===== src/verilog/port_cell_pkg.sv =====
// Constants for the general-purpose port block: register map, fields, reset values.
// Assumes a 32-bit AXI4-Lite slave at 50 MHz with one aligned word per register.
// Functional notes
// - Each pin has an input-mode bit where 0 means analog and 1 means digital.
// - After reset every pin is digital, undriven, with its weak pull-up on.
// - An analog pin has its weak pull-up and digital receiver switched off.
// - A read of an analog pin returns 0 whatever the pad shows.
// - A digital pin with its output-mode bit set drives push-pull, otherwise open-drain.
// - In open-drain mode the high side never drives; 0 pulls low and 1 releases the pad.
// - A digital pin that is not driving has its weak pull-up on.
// - The weak pull-up is off while the pin drives the pad low.
// - One global pull-up disable bit set to 1 turns off all weak pull-ups.
// - A read of a digital pin returns the sampled pad level, not the output value.
// - Pins form three byte-wide ports, 24 pins on the large variant and 16 on the small one.
// - Each digital pin is fed by a peripheral or by its general-purpose latch, as software selects.
// - The top pin of the third port is general-purpose only and shares its pad with debug data.
package port_cell_pkg;
   localparam int          NUM_PORTS       = 3;
   localparam int          PORT_WIDTH      = 8;
   localparam int          NUM_PINS        = NUM_PORTS * PORT_WIDTH;
   localparam int          ADDR_WIDTH      = 6;
   // Register byte offsets
   localparam logic [5:0]  OFF_PORT_LATCH  = 6'h00;
   localparam logic [5:0]  OFF_PORT_VALUE  = 6'h04;
   localparam logic [5:0]  OFF_INPUT_MODE  = 6'h08;
   localparam logic [5:0]  OFF_OUTPUT_MODE = 6'h0C;
   localparam logic [5:0]  OFF_ROUTE_SEL   = 6'h10;
   localparam logic [5:0]  OFF_GLOBAL_CTRL = 6'h14;
   // Field positions
   localparam int          GLOBAL_PUD_BIT  = 0;
   localparam int          DEBUG_PIN       = 23;
   // Reset values
   localparam logic [23:0] RST_LATCH       = 24'hFFFFFF;
   localparam logic [23:0] RST_INPUT_MODE  = 24'hFFFFFF;
   localparam logic [23:0] RST_OUTPUT_MODE = 24'h000000;
   localparam logic [23:0] RST_ROUTE_SEL   = 24'h000000;
   localparam logic        RST_GLOBAL_PUD  = 1'b0;
   localparam logic [1:0]  RESP_OKAY       = 2'h0;
   localparam logic [1:0]  RESP_SLVERR     = 2'h2;
   localparam int          SYNC_STAGES     = 2;
endpackage


===== src/verilog/pad_sync.sv =====
// Two-stage synchroniser for a vector of pad inputs.
// Assumes the inputs are asynchronous to aclk.
`timescale 1ns/1ps
module pad_sync #(
   parameter int WIDTH = 24
) (
   // Clock and reset
   input  wire logic             aclk,
   input  wire logic             aresetn,
   // Data
   input  wire logic [WIDTH-1:0] async_in,
   output      logic [WIDTH-1:0] sync_out
);
   logic [WIDTH-1:0] stage1;

   // First stage is read only by the second stage
   always_ff @(posedge aclk) begin
      if (!aresetn) begin
         stage1   <= '0;
         sync_out <= '0;
      end else begin
         stage1   <= async_in;
         sync_out <= stage1;
      end
   end
endmodule


===== src/verilog/port_pin_mode_cell.sv =====
// General-purpose port block: per-pin mode, drive, pull-up and pad read-back.
// Assumes an AXI4-Lite master on aclk and pad wiring resolved outside from the enables.
`timescale 1ns/1ps
module port_pin_mode_cell #(
   parameter int NUM_PINS = port_cell_pkg::NUM_PINS
) (
   // Clock and reset
   input  wire logic                aclk,
   input  wire logic                aresetn,
   // AXI4-Lite write address
   input  wire logic [5:0]          s_axi_awaddr,
   input  wire logic                s_axi_awvalid,
   output      logic                s_axi_awready,
   // AXI4-Lite write data
   input  wire logic [31:0]         s_axi_wdata,
   input  wire logic [3:0]          s_axi_wstrb,
   input  wire logic                s_axi_wvalid,
   output      logic                s_axi_wready,
   // AXI4-Lite write response
   output      logic [1:0]          s_axi_bresp,
   output      logic                s_axi_bvalid,
   input  wire logic                s_axi_bready,
   // AXI4-Lite read address
   input  wire logic [5:0]          s_axi_araddr,
   input  wire logic                s_axi_arvalid,
   output      logic                s_axi_arready,
   // AXI4-Lite read data
   output      logic [31:0]         s_axi_rdata,
   output      logic [1:0]          s_axi_rresp,
   output      logic                s_axi_rvalid,
   input  wire logic                s_axi_rready,
   // Peripheral side of the routing stage
   input  wire logic [NUM_PINS-1:0] periph_out,
   output      logic [NUM_PINS-1:0] pin_in_data,
   // Pads
   input  wire logic [NUM_PINS-1:0] pad_in,
   output      logic [NUM_PINS-1:0] pad_out,
   output      logic [NUM_PINS-1:0] pad_oe,
   output      logic [NUM_PINS-1:0] pad_pullup_en,
   output      logic [NUM_PINS-1:0] pad_receiver_en,
   // Debug link data shares the top pin
   input  wire logic                debug_link_active,
   input  wire logic                debug_link_data_out,
   input  wire logic                debug_link_data_oe,
   output      logic                debug_link_data_in
);

   ////////////////////////////////////////////////////////////////////////////
   // Registers
   logic [NUM_PINS-1:0] port_latch;
   logic [NUM_PINS-1:0] pin_input_mode_select;
   logic [NUM_PINS-1:0] pin_output_mode_select;
   logic [NUM_PINS-1:0] route_select;
   logic                global_pullup_disable;
   logic [NUM_PINS-1:0] pad_level;
   logic                dbg_active_s1;
   logic                dbg_active;

   // Debug-active comes from another clock domain, so it is synchronised
   always_ff @(posedge aclk) begin
      if (!aresetn) begin
         dbg_active_s1 <= 1'b0;
         dbg_active    <= 1'b0;
      end else begin
         dbg_active_s1 <= debug_link_active;
         dbg_active    <= dbg_active_s1;
      end
   end

   // Pad levels pass two flops before any read path sees them
   pad_sync #(
      .WIDTH    (NUM_PINS)
   ) u_pad_sync (
      .aclk     (aclk),
      .aresetn  (aresetn),
      .async_in (pad_in),
      .sync_out (pad_level)
   );

   ////////////////////////////////////////////////////////////////////////////
   // AXI4-Lite write channel
   logic       aw_held;
   logic       w_held;
   logic [5:0] aw_addr;
   logic [31:0] w_data;
   logic [3:0] w_strb;
   wire        aw_take  = s_axi_awvalid && s_axi_awready;
   wire        w_take   = s_axi_wvalid && s_axi_wready;
   wire        wr_fire  = aw_held && w_held && !s_axi_bvalid;
   wire [5:0]  wr_word  = {aw_addr[5:2], 2'b00};
   wire        wr_latch = (wr_word == port_cell_pkg::OFF_PORT_LATCH);
   wire        wr_value = (wr_word == port_cell_pkg::OFF_PORT_VALUE);
   wire        wr_imode = (wr_word == port_cell_pkg::OFF_INPUT_MODE);
   wire        wr_omode = (wr_word == port_cell_pkg::OFF_OUTPUT_MODE);
   wire        wr_route = (wr_word == port_cell_pkg::OFF_ROUTE_SEL);
   wire        wr_glob  = (wr_word == port_cell_pkg::OFF_GLOBAL_CTRL);
   wire        wr_hit   = wr_latch || wr_value || wr_imode || wr_omode || wr_route || wr_glob;
   wire [23:0] byte_mask = {{8{w_strb[2]}}, {8{w_strb[1]}}, {8{w_strb[0]}}};

   // Merge helper: byte enables keep untouched lanes
   function automatic logic [23:0] merge(input logic [23:0] old_v, input logic [31:0] new_v,
                                         input logic [23:0] mask);
      merge = (old_v & ~mask) | (new_v[23:0] & mask);
   endfunction

   // Address and data held separately so either may arrive first
   always_ff @(posedge aclk) begin
      if (!aresetn) begin
         aw_held <= 1'b0;
         w_held  <= 1'b0;
         aw_addr <= 6'h00;
         w_data  <= 32'h00000000;
         w_strb  <= 4'h0;
      end else begin
         if (aw_take) begin
            aw_held <= 1'b1;
            aw_addr <= s_axi_awaddr;
         end else if (wr_fire) begin
            aw_held <= 1'b0;
         end
         if (w_take) begin
            w_held <= 1'b1;
            w_data <= s_axi_wdata;
            w_strb <= s_axi_wstrb;
         end else if (wr_fire) begin
            w_held <= 1'b0;
         end
      end
   end

   // Ready low while a beat is held or the response waits
   always_ff @(posedge aclk) begin
      if (!aresetn) begin
         s_axi_awready <= 1'b0;
         s_axi_wready  <= 1'b0;
      end else begin
         s_axi_awready <= !aw_held && !aw_take && !s_axi_bvalid;
         s_axi_wready  <= !w_held && !w_take && !s_axi_bvalid;
      end
   end

   // Write response; unmapped addresses answer SLVERR
   always_ff @(posedge aclk) begin
      if (!aresetn) begin
         s_axi_bvalid <= 1'b0;
         s_axi_bresp  <= port_cell_pkg::RESP_OKAY;
      end else if (wr_fire) begin
         s_axi_bvalid <= 1'b1;
         s_axi_bresp  <= wr_hit ? port_cell_pkg::RESP_OKAY : port_cell_pkg::RESP_SLVERR;
      end else if (s_axi_bready) begin
         s_axi_bvalid <= 1'b0;
      end
   end

   // Register storage; port value is read-only, writes to it are dropped
   always_ff @(posedge aclk) begin
      if (!aresetn) begin
         port_latch             <= port_cell_pkg::RST_LATCH;
         pin_input_mode_select  <= port_cell_pkg::RST_INPUT_MODE;
         pin_output_mode_select <= port_cell_pkg::RST_OUTPUT_MODE;
         route_select           <= port_cell_pkg::RST_ROUTE_SEL;
         global_pullup_disable  <= port_cell_pkg::RST_GLOBAL_PUD;
      end else if (wr_fire) begin
         if (wr_latch) port_latch <= merge(port_latch, w_data, byte_mask);
         if (wr_imode) pin_input_mode_select <= merge(pin_input_mode_select, w_data, byte_mask);
         if (wr_omode) pin_output_mode_select <= merge(pin_output_mode_select, w_data, byte_mask);
         if (wr_route) route_select <= merge(route_select, w_data, byte_mask);
         if (wr_glob && w_strb[0]) begin
            global_pullup_disable <= w_data[port_cell_pkg::GLOBAL_PUD_BIT];
         end
      end
   end

   ////////////////////////////////////////////////////////////////////////////
   // Pin cell logic
   logic [NUM_PINS-1:0] next_pad_out;
   logic [NUM_PINS-1:0] next_pad_oe;
   logic [NUM_PINS-1:0] next_pullup;
   logic [NUM_PINS-1:0] next_recv;
   logic [NUM_PINS-1:0] port_value;

   genvar gi;
   generate
      for (gi = 0; gi < NUM_PINS; gi++) begin : g_pin
         // Top pin cannot take a peripheral; it hands over to debug when active
         wire is_dbg   = (gi == port_cell_pkg::DEBUG_PIN);
         wire use_per  = route_select[gi] && !is_dbg;
         wire out_val  = use_per ? periph_out[gi] : port_latch[gi];
         wire dbg_own  = is_dbg && dbg_active;
         wire digital  = pin_input_mode_select[gi];
         // Analog mode leaves the driver as software set it
         wire drv_low  = !out_val;
         wire drv_high = out_val && pin_output_mode_select[gi];
         wire oe_cell  = dbg_own ? debug_link_data_oe : (drv_low || drv_high);
         wire o_cell   = dbg_own ? debug_link_data_out : out_val;
         wire low_now  = oe_cell && !o_cell;
         assign next_pad_out[gi] = o_cell;
         assign next_pad_oe[gi]  = oe_cell;
         // Pull-up only on an idle digital pin, never while driving low
         assign next_pullup[gi]  = digital && !oe_cell && !low_now
                                   && !global_pullup_disable;
         assign next_recv[gi]    = digital;
         assign port_value[gi]   = digital ? pad_level[gi] : 1'b0;
      end
   endgenerate

   // Pad outputs registered so every output comes from a flop
   always_ff @(posedge aclk) begin
      if (!aresetn) begin
         pad_out            <= '1;
         pad_oe             <= '0;
         pad_pullup_en      <= '1;
         pad_receiver_en    <= '1;
         pin_in_data        <= '0;
         debug_link_data_in <= 1'b0;
      end else begin
         pad_out            <= next_pad_out;
         pad_oe             <= next_pad_oe;
         pad_pullup_en      <= next_pullup;
         pad_receiver_en    <= next_recv;
         pin_in_data        <= port_value;
         debug_link_data_in <= pad_level[port_cell_pkg::DEBUG_PIN];
      end
   end

   ////////////////////////////////////////////////////////////////////////////
   // AXI4-Lite read channel
   wire [5:0]  rd_word = {s_axi_araddr[5:2], 2'b00};
   wire        ar_take = s_axi_arvalid && s_axi_arready;
   logic [31:0] rd_mux;
   logic        rd_hit;

   // Read decode; bits above the pin field read as zero
   always_comb begin
      rd_mux = 32'h00000000;
      rd_hit = 1'b1;
      case (rd_word)
         port_cell_pkg::OFF_PORT_LATCH:  rd_mux = {8'h00, port_latch};
         port_cell_pkg::OFF_PORT_VALUE:  rd_mux = {8'h00, port_value};
         port_cell_pkg::OFF_INPUT_MODE:  rd_mux = {8'h00, pin_input_mode_select};
         port_cell_pkg::OFF_OUTPUT_MODE: rd_mux = {8'h00, pin_output_mode_select};
         port_cell_pkg::OFF_ROUTE_SEL:   rd_mux = {8'h00, route_select};
         port_cell_pkg::OFF_GLOBAL_CTRL: rd_mux = {31'h00000000, global_pullup_disable};
         default:                        rd_hit = 1'b0;
      endcase
   end

   // One read at a time; arready drops while data waits
   always_ff @(posedge aclk) begin
      if (!aresetn) begin
         s_axi_arready <= 1'b0;
         s_axi_rvalid  <= 1'b0;
         s_axi_rdata   <= 32'h00000000;
         s_axi_rresp   <= port_cell_pkg::RESP_OKAY;
      end else begin
         s_axi_arready <= !s_axi_rvalid && !ar_take;
         if (ar_take) begin
            s_axi_rvalid <= 1'b1;
            s_axi_rdata  <= rd_mux;
            s_axi_rresp  <= rd_hit ? port_cell_pkg::RESP_OKAY : port_cell_pkg::RESP_SLVERR;
         end else if (s_axi_rready) begin
            s_axi_rvalid <= 1'b0;
         end
      end
   end
endmodule

===== config.mk =====
export PLATFORM = sky130hd
export DESIGN_NAME = port_pin_mode_cell
export DESIGN_NICKNAME = d
export VERILOG_FILES = /design/src/verilog/port_cell_pkg.sv /design/src/verilog/pad_sync.sv /design/src/verilog/port_pin_mode_cell.sv
export SDC_FILE = /design/constraint.sdc
export NUM_CORES = 1
export LEC_CHECK = 0
export ABC_AREA = 1
export BUFFER_PORTS_ARGS = -buffer_cell sky130_fd_sc_hd__buf_2
export CAP_MARGIN = 0
export CORE_AREA = 4 4 172 141
export DETAILED_ROUTE_END_ITERATION = 12
export DIE_AREA = 0 0 176 145
export PLACE_DENSITY_LB_ADDON = 0.1
export SYNTH_ARGS = -nofsm -noshare
export SYNTH_HDL_FRONTEND = slang
export SYNTH_HIERARCHICAL = 1
export SYNTH_SLANG_ARGS = --single-unit

===== constraint.sdc =====
create_clock -name aclk -period 2.6 [get_ports aclk]
set_input_delay 0.13 -clock aclk [delete_from_list [all_inputs] [get_ports aclk]]
set_output_delay 0.13 -clock aclk [all_outputs]
set_load 0.01 [all_outputs]

==> metrics.cfg, run 1 <==
[yosys]
syn-mean-instance-area_um2 = 7.56
syn-cell-area_um2 = 12200
synth_top_cell_area_share = 0.544
synth_most_common_cell = nand2_1
postSynth.asyncResetShare = 0
netlist_instances = 1615
synth-warning-count = 6
seq_area_frac_synth = 0.544
yosys_most_used_dff = dfxtp_1
ys_seq_elements = 332
synth_top_area_cell = dfxtp_1
synth_edf_count = 0
synth_cell_type_count = 31
ys_top_cells_by_count = nand2_1, dfxtp_1, nand3_1, inv_1, nor2_1
synth.area.top_cells = dfxtp_1, nand2_1, nand3_1

[clocking]
clock-sinks = 332
cts-buffers-inserted = 35
ctsRootBufferMaster = clkbuf_16
clk_pin_slew_ps = 60
cts-root-to-sink-buffers = 3
cts-htree-levels = 2
skew_pair_late_insertion_delay_ps = 510
number_of_setup_buffers_added_after_cts = 0
tritoncts = done

[floorplanning]
dieWidth_um = 176
chipHeight_um = 145
fp-row-count = 49
initial_utilization = 0.547
io-pin-count = 268
core-area_um2 = 22300
floorplan.die_area_um2 = 25500

[worst_setup_path]
worst_setup_path_category = reg2reg
critical_path_buf_inv_count = 3
setup.reg_to_reg.worst_slack_ps = 770
worstSetupStartpointType = flop
beginning_of_the_worst_register_to_register_path = s_axi_bvalid$_SDFFE_PN0P_
cp-end-kind = flop
cpMaxStageDelayCell = dfxtp_1
r2r.worst_path.cells = 8
crit_path_max_incr_delay_ps = 340
critical_path_fanouts_max = 12
timing.critical_path.cells = inv_1 > nand3_1 > inv_2 > nand2_2 > nor2_4 > inv_2 > nand2_1 > nand3_1
arrival_ps = 2190
path_delay_family = simple AND/OR/NAND/NOR gates
cp.required_ps = 2960

[layout]
fraction_of_layout_instances_using_a_drive_strength_above_1 = 0.187
layout.filler_cells = 1865
layout.cells.non_filler = 2252
area_delta_synth_final_pct = 27.8
fin_nets = 2032
antennaDiodeCount = 0

[sta]
timing.clock.skew_ps = 12.4
tns_ps = 0
final-hold-violation-count = 0
layout_min_cycle_time_ps = 1830
timing.final.max_slew_violations = 0
finalSetupViolations = 0
max_freq_mhz = 547
timing.final.crit_share = 0.703
relative_slew_margins = 0.472
grt_setup_unrepaired = false
tightest_slew_ps = 790

[global_route]
grt_overflow = 0
grt_overall_usage = 0.278
grt_pass1_vias = 10600
grt_max_degree = 73
grt_first_pass_wirelength_um = 57200
grt_antenna_before_repair = 1

[pwr]
switchingPower_w = 0.00244
internal-power_w = 0.00847
power.sequential.fraction = 0.482
max-vdd-ir-drop_mv = 0.547
power.density_nw_per_um2 = 699
combinationalPowerShare = 0.061
clock_power_share = 0.457
power.share.switching = 0.224
static-leakage-power_nw = 8.03

[detailed_routing]
dr_wl_met3_um = 4280
final_antenna_net_count = 0
drcViolationCount = 0
totalWireLength_um = 36800
drt-vias-per-instance = 5.08
dr.first_iter.drc_count = 1245
routed-via-count = 11500
wire_per_inst_um = 16.4
drt-met1-wl_um = 16200
route.met2.wl_um = 15600
drt-pass1-iter-count = 8
top_layer = met5

[worst_hold_path]
holdPathEnd = pad_oe[23]$_SDFF_PN0_
holdCritPathClass = in2reg
worst_hold_startpoint = debug_link_data_oe
min_delay_path_depth = 3

[placement]
placed_cells = 2116
hpwl_um = 25100
place.gp.congestion = 0.884
place.port_buffers = 243

[run]
maxCapViolations = 0

[run_status]
status = finished clean

==> layer usage <==
layer | track usage | up-vias
met5 | 0 | -
met3 | 0.0746 | 68
li1 | - | 5654
met4 | 0.0678 | 2
met2 | 0.412 | 507
met1 | 0.406 | 5219
==> tightest hold or removal path, delay by kind of cell <==
family / cells / cell delay, ps
compound gates: 1 / 130
buf+inv: 1 / 100
simple gates: 1 / 100
==> layout make-up <==
cell class | instances | area [um2] | area share
flip-flops and latches | 332 | 6650 | 0.426
multi-input cells | 1026 | 4500 | 0.289
well taps | 306 | 383 | 0.0245
clock inverters | 7 | 113 | 0.00722
repair buffers | 351 | 2260 | 0.145
inverters | 180 | 677 | 0.0434
clock buffers | 50 | 1020 | 0.0657
==> through the flow <==
step                instance area [um2]  hold slack (ps)  utilization  setup WS, ps  power [W]
finish                            15600           0.0495        0.699           773     0.0109
detailed placement                13700              314        0.613           784    0.00593
global route                      15600             7.73        0.699           653     0.0113
global placement                  13700              313        0.613           860    0.00592
floorplan                         12200              228            -          1210    0.00570
CTS                               15600             1.35        0.699           778     0.0110
==> worst max-delay path by stage <==
stage | start | end | slack (ps) | cells after the start
final | s_axi_bvalid$_SDFFE_PN0P_ | flop | 770 | 8
after global routing | s_axi_bvalid$_SDFFE_PN0P_ | flop | 650 | 8
after CTS | s_axi_bvalid$_SDFFE_PN0P_ | flop | 780 | 8
after detailed placement | s_axi_bvalid$_SDFFE_PN0P_ | flop | 780 | 8
after global placement | s_axi_bvalid$_SDFFE_PN0P_ | flop | 860 | 8
after floorplan | s_axi_bvalid$_SDFFE_PN0P_ | flop | 1210 | 7
==> cell usage in the layout (no fill, tap or decap), types with 5 or more instances in the layout <==
cell,n
nand3_1,170
clkbuf_1,8
inv_1,162
a21oi_1,64
clkbuf_8,5
buf_4,27
conb_1,10
or2_2,5
nor2_1,156
nor2_4,5
dlygate4sd3_1,79
buf_2,242
o21ai_0,79
nand4_1,34
clkbuf_16,37
inv_2,17
nand2_1,479
dfxtp_1,332
==> logic make-up (layout without fill, tap and decap cells) <==
| kind of cell | count (synthesis) | after routing | share of synthesized area |
|---|---|---|---|
| AO/OA/AOI/OAI | 148 | 148 | 0.0617 |
| buffers and inverters | 266 | 588 | 0.0899 |
| flip-flops | 332 | 332 | 0.544 |
| other | 1 | 10 | 0.000307 |
| AND/OR/NAND/NOR | 868 | 868 | 0.304 |
==> power groups by stage <==
| stage | Sequential (W) | Clock (W) | Combinational [W] |
|---|---|---|---|
| 3_5_place_dp | 0.00537 | 0 | 0.000555 |
| 2_1_floorplan | 0.00536 | 0 | 0.000333 |
| 6_report | 0.00526 | 0.00499 | 0.000661 |
| 5_1_grt | 0.00527 | 0.00527 | 0.000724 |
| 4_1_cts | 0.00526 | 0.00505 | 0.000649 |
| 3_3_place_gp | 0.00537 | 0 | 0.000550 |
==> repair_timing <==
item | CTS | global route
gates resized for setup | 0 | 0
hold buffers | 78 | 1
endpoints found under the hold margin | 95 | 1
(Power assumes the default switching activity.)
==> run 2, diff against run 1 <==
--- a/config.mk
+++ b/config.mk
@@ -8,9 +8,9 @@
 export ABC_AREA = 1
 export BUFFER_PORTS_ARGS = -buffer_cell sky130_fd_sc_hd__buf_2
 export CAP_MARGIN = 0
-export CORE_AREA = 4 4 172 141
+export CORE_AREA = 4 4 174 142
 export DETAILED_ROUTE_END_ITERATION = 12
-export DIE_AREA = 0 0 176 145
+export DIE_AREA = 0 0 178 146
 export PLACE_DENSITY_LB_ADDON = 0.1
 export SYNTH_ARGS = -nofsm -noshare
 export SYNTH_HDL_FRONTEND = slang
==> constraint.sdc (replaced) <==
create_clock -name aclk -period 1.8 [get_ports aclk]
set_input_delay 0.09 -clock aclk [delete_from_list [all_inputs] [get_ports aclk]]
set_output_delay 0.09 -clock aclk [all_outputs]
set_load 0.01 [all_outputs]
==> run 2 against run 1 <==
Net effect: worst hold slack better by 35 ps; sequential power up 44%; flip-flop and latch count unchanged; global-route usage up 0.83 points; maximum frequency up 11%; first-iteration DRC count down 8.0%; largest cell class unchanged; largest power group unchanged.
==> metrics.cfg, run 2 (synthesized netlist as in run 1, its figures left out) <==
[run_status]
status = finished clean

[worst_setup_path]
worstSetupStartpointType = flop
worst_setup_path_category = reg2reg
cp.required_ps = 2190  ; -770 ps
critical_path_fanouts_max = 9  ; -3
setup.reg_to_reg.worst_slack_ps = 160  ; -610 ps
cp-end-kind = flop
arrival_ps = 2030  ; -160 ps

[detailed_routing]
route.met2.wl_um = 16100  ; +3.0%
drcViolationCount = 0  ; unchanged
wire_per_inst_um = 16.7  ; +1.9%
drt-met1-wl_um = 17100  ; +5.0%
dr_wl_met3_um = 4210  ; -1.8%
routed-via-count = 11600  ; +1.1%
drt-pass1-iter-count = 5  ; -3
totalWireLength_um = 38100  ; +3.4%
dr.first_iter.drc_count = 1145  ; -8.0%
drt-vias-per-instance = 5.06  ; -0.39%
final_antenna_net_count = 0  ; unchanged
top_layer = met4

[sta]
finalSetupViolations = 0  ; unchanged
grt_setup_unrepaired = false
tightest_slew_ps = 652  ; -138 ps
timing.clock.skew_ps = 17.9  ; +5.53 ps
final-hold-violation-count = 0  ; unchanged
relative_slew_margins = 0.565  ; +0.0928
timing.final.max_slew_violations = 0  ; unchanged
tns_ps = 0  ; unchanged
max_freq_mhz = 609  ; +11%
layout_min_cycle_time_ps = 1640  ; -186 ps
timing.final.crit_share = 0.912  ; +0.209

[floorplanning]
chipHeight_um = 146  ; +0.69%
fp-row-count = 50  ; +2.0%
floorplan.die_area_um2 = 26000  ; +1.8%
dieWidth_um = 178  ; +1.1%
io-pin-count = 268  ; unchanged
core-area_um2 = 23100  ; +3.4%
initial_utilization = 0.529  ; -0.0182

[global_route]
grt_overall_usage = 0.286  ; +0.00830
grt_overflow = 0  ; unchanged
grt_max_degree = 51  ; -30%
grt_pass1_vias = 10900  ; +2.7%
grt_antenna_before_repair = 0  ; -1
grt_first_pass_wirelength_um = 59000  ; +3.1%

[clocking]
cts-htree-levels = 2  ; unchanged
skew_pair_late_insertion_delay_ps = 510  ; about the same
cts-root-to-sink-buffers = 3  ; unchanged
ctsRootBufferMaster = clkbuf_16
clock-sinks = 332  ; unchanged
number_of_setup_buffers_added_after_cts = 0  ; unchanged
tritoncts = done
clk_pin_slew_ps = 60  ; about the same
cts-buffers-inserted = 35  ; unchanged

[layout]
mostFrequentLayoutCells = nand2_1, dfxtp_1, buf_2
fin_nets = 2055  ; +1.1%
fraction_of_layout_instances_using_a_drive_strength_above_1 = 0.194  ; +0.00717
area_delta_synth_final_pct = 30.4
regArea_um2 = 6650  ; unchanged
layout.filler_cells = 1901  ; +1.9%
multi_input_comb_area_um2 = 4520  ; +0.39%
layout_commonest_cell = nand2_1

[run]
maxCapViolations = 0  ; unchanged

[pwr]
switchingPower_w = 0.00359  ; +47%
max-vdd-ir-drop_mv = 0.884  ; +61%
combinationalPowerShare = 0.065  ; +0.004
internal-power_w = 0.0123  ; +45%
clock_power_share = 0.456  ; about the same
static-leakage-power_nw = 8.17  ; +1.8%
power.sequential.fraction = 0.479  ; -0.003
power.density_nw_per_um2 = 997  ; +42%
power.total_w = 0.0159  ; +45%
power.share.switching = 0.226  ; +0.00227

[worst_hold_path]
holdCritPathClass = in2reg

[placement]
place.port_buffers = 243  ; unchanged
hpwl_um = 25700  ; +2.4%
place.gp.congestion = 0.900  ; +1.8%

run 2: layer usage:
layer / vias up / global-route usage
met4: 0 / 0.0692
met3: 73 / 0.0792
li1: 5703 / -
met5: - / 0
met2: 556 / 0.423
met1: 5240 / 0.415
run 2: worst max-delay path, cell delays in order (launching register included):
cell and delay (ps):
dfxtp_1 340, inv_1 80, nand3_1 170, inv_2 190
nand2_2 160, nor2_4 280, inv_2 150, nand2_1 80
nand3_1 70
run 2: layout make-up:
cell class | count | area share
flip-flops and latches | 332 | 0.418
clock buffers | 53 | 0.0670
diodes | 1 | 0.000157
inverters | 180 | 0.0425
multi-input cells | 1026 | 0.284
well taps | 312 | 0.0245
clock inverters | 7 | 0.00550
repair buffers | 374 | 0.159
run 2: timing repair:
action / 4_1_cts / 5_1_grt
hold endpoints to repair: 123 / 0
hold buffers: 87 / 0
endpoints found under the setup margin: 0 / 9
resized for setup: 0 / 2
run 2: worst paths after layout:
check | from | end | depth (start not counted)
max | s_axi_bvalid$_SDFFE_PN0P_ | flop | 8
min reg2reg | u_pad_sync/stage1[16]$_SDFF_PN0_ | u_pad_sync/sync_out[16]$_SDFF_PN0_ | 2
min | periph_out[2] | pad_oe[2]$_SDFF_PN0_ | 4
max reg2reg | s_axi_bvalid$_SDFFE_PN0P_ | flop | 8
run 2: stage by stage:
step / hold slack, ps / instance area (um2) / instances / util / setup slack, ps
finish: 35.1 / 15900 / 2285 / 0.689 / 159
global route: 36.8 / 15900 / 2284 / 0.689 / 48.5
CTS: 16.0 / 15900 / 2284 / 0.689 / 101
detailed placement: 273 / 13900 / 2137 / 0.601 / 122
global placement: 275 / 13900 / 2137 / 0.601 / 212
floorplan: 188 / 12200 / 1624 / - / 413
run 2: power groups by stage:
| stage | combinational, W | sequential (W) | clock (W) |
|---|---|---|---|
| after floorplan | 0.000481 | 0.00775 | 0 |
| after global placement | 0.000843 | 0.00776 | 0 |
| after detailed placement | 0.000852 | 0.00776 | 0 |
| after CTS | 0.00100 | 0.00760 | 0.00730 |
| after global routing | 0.00112 | 0.00761 | 0.00763 |
| final | 0.00103 | 0.00760 | 0.00723 |
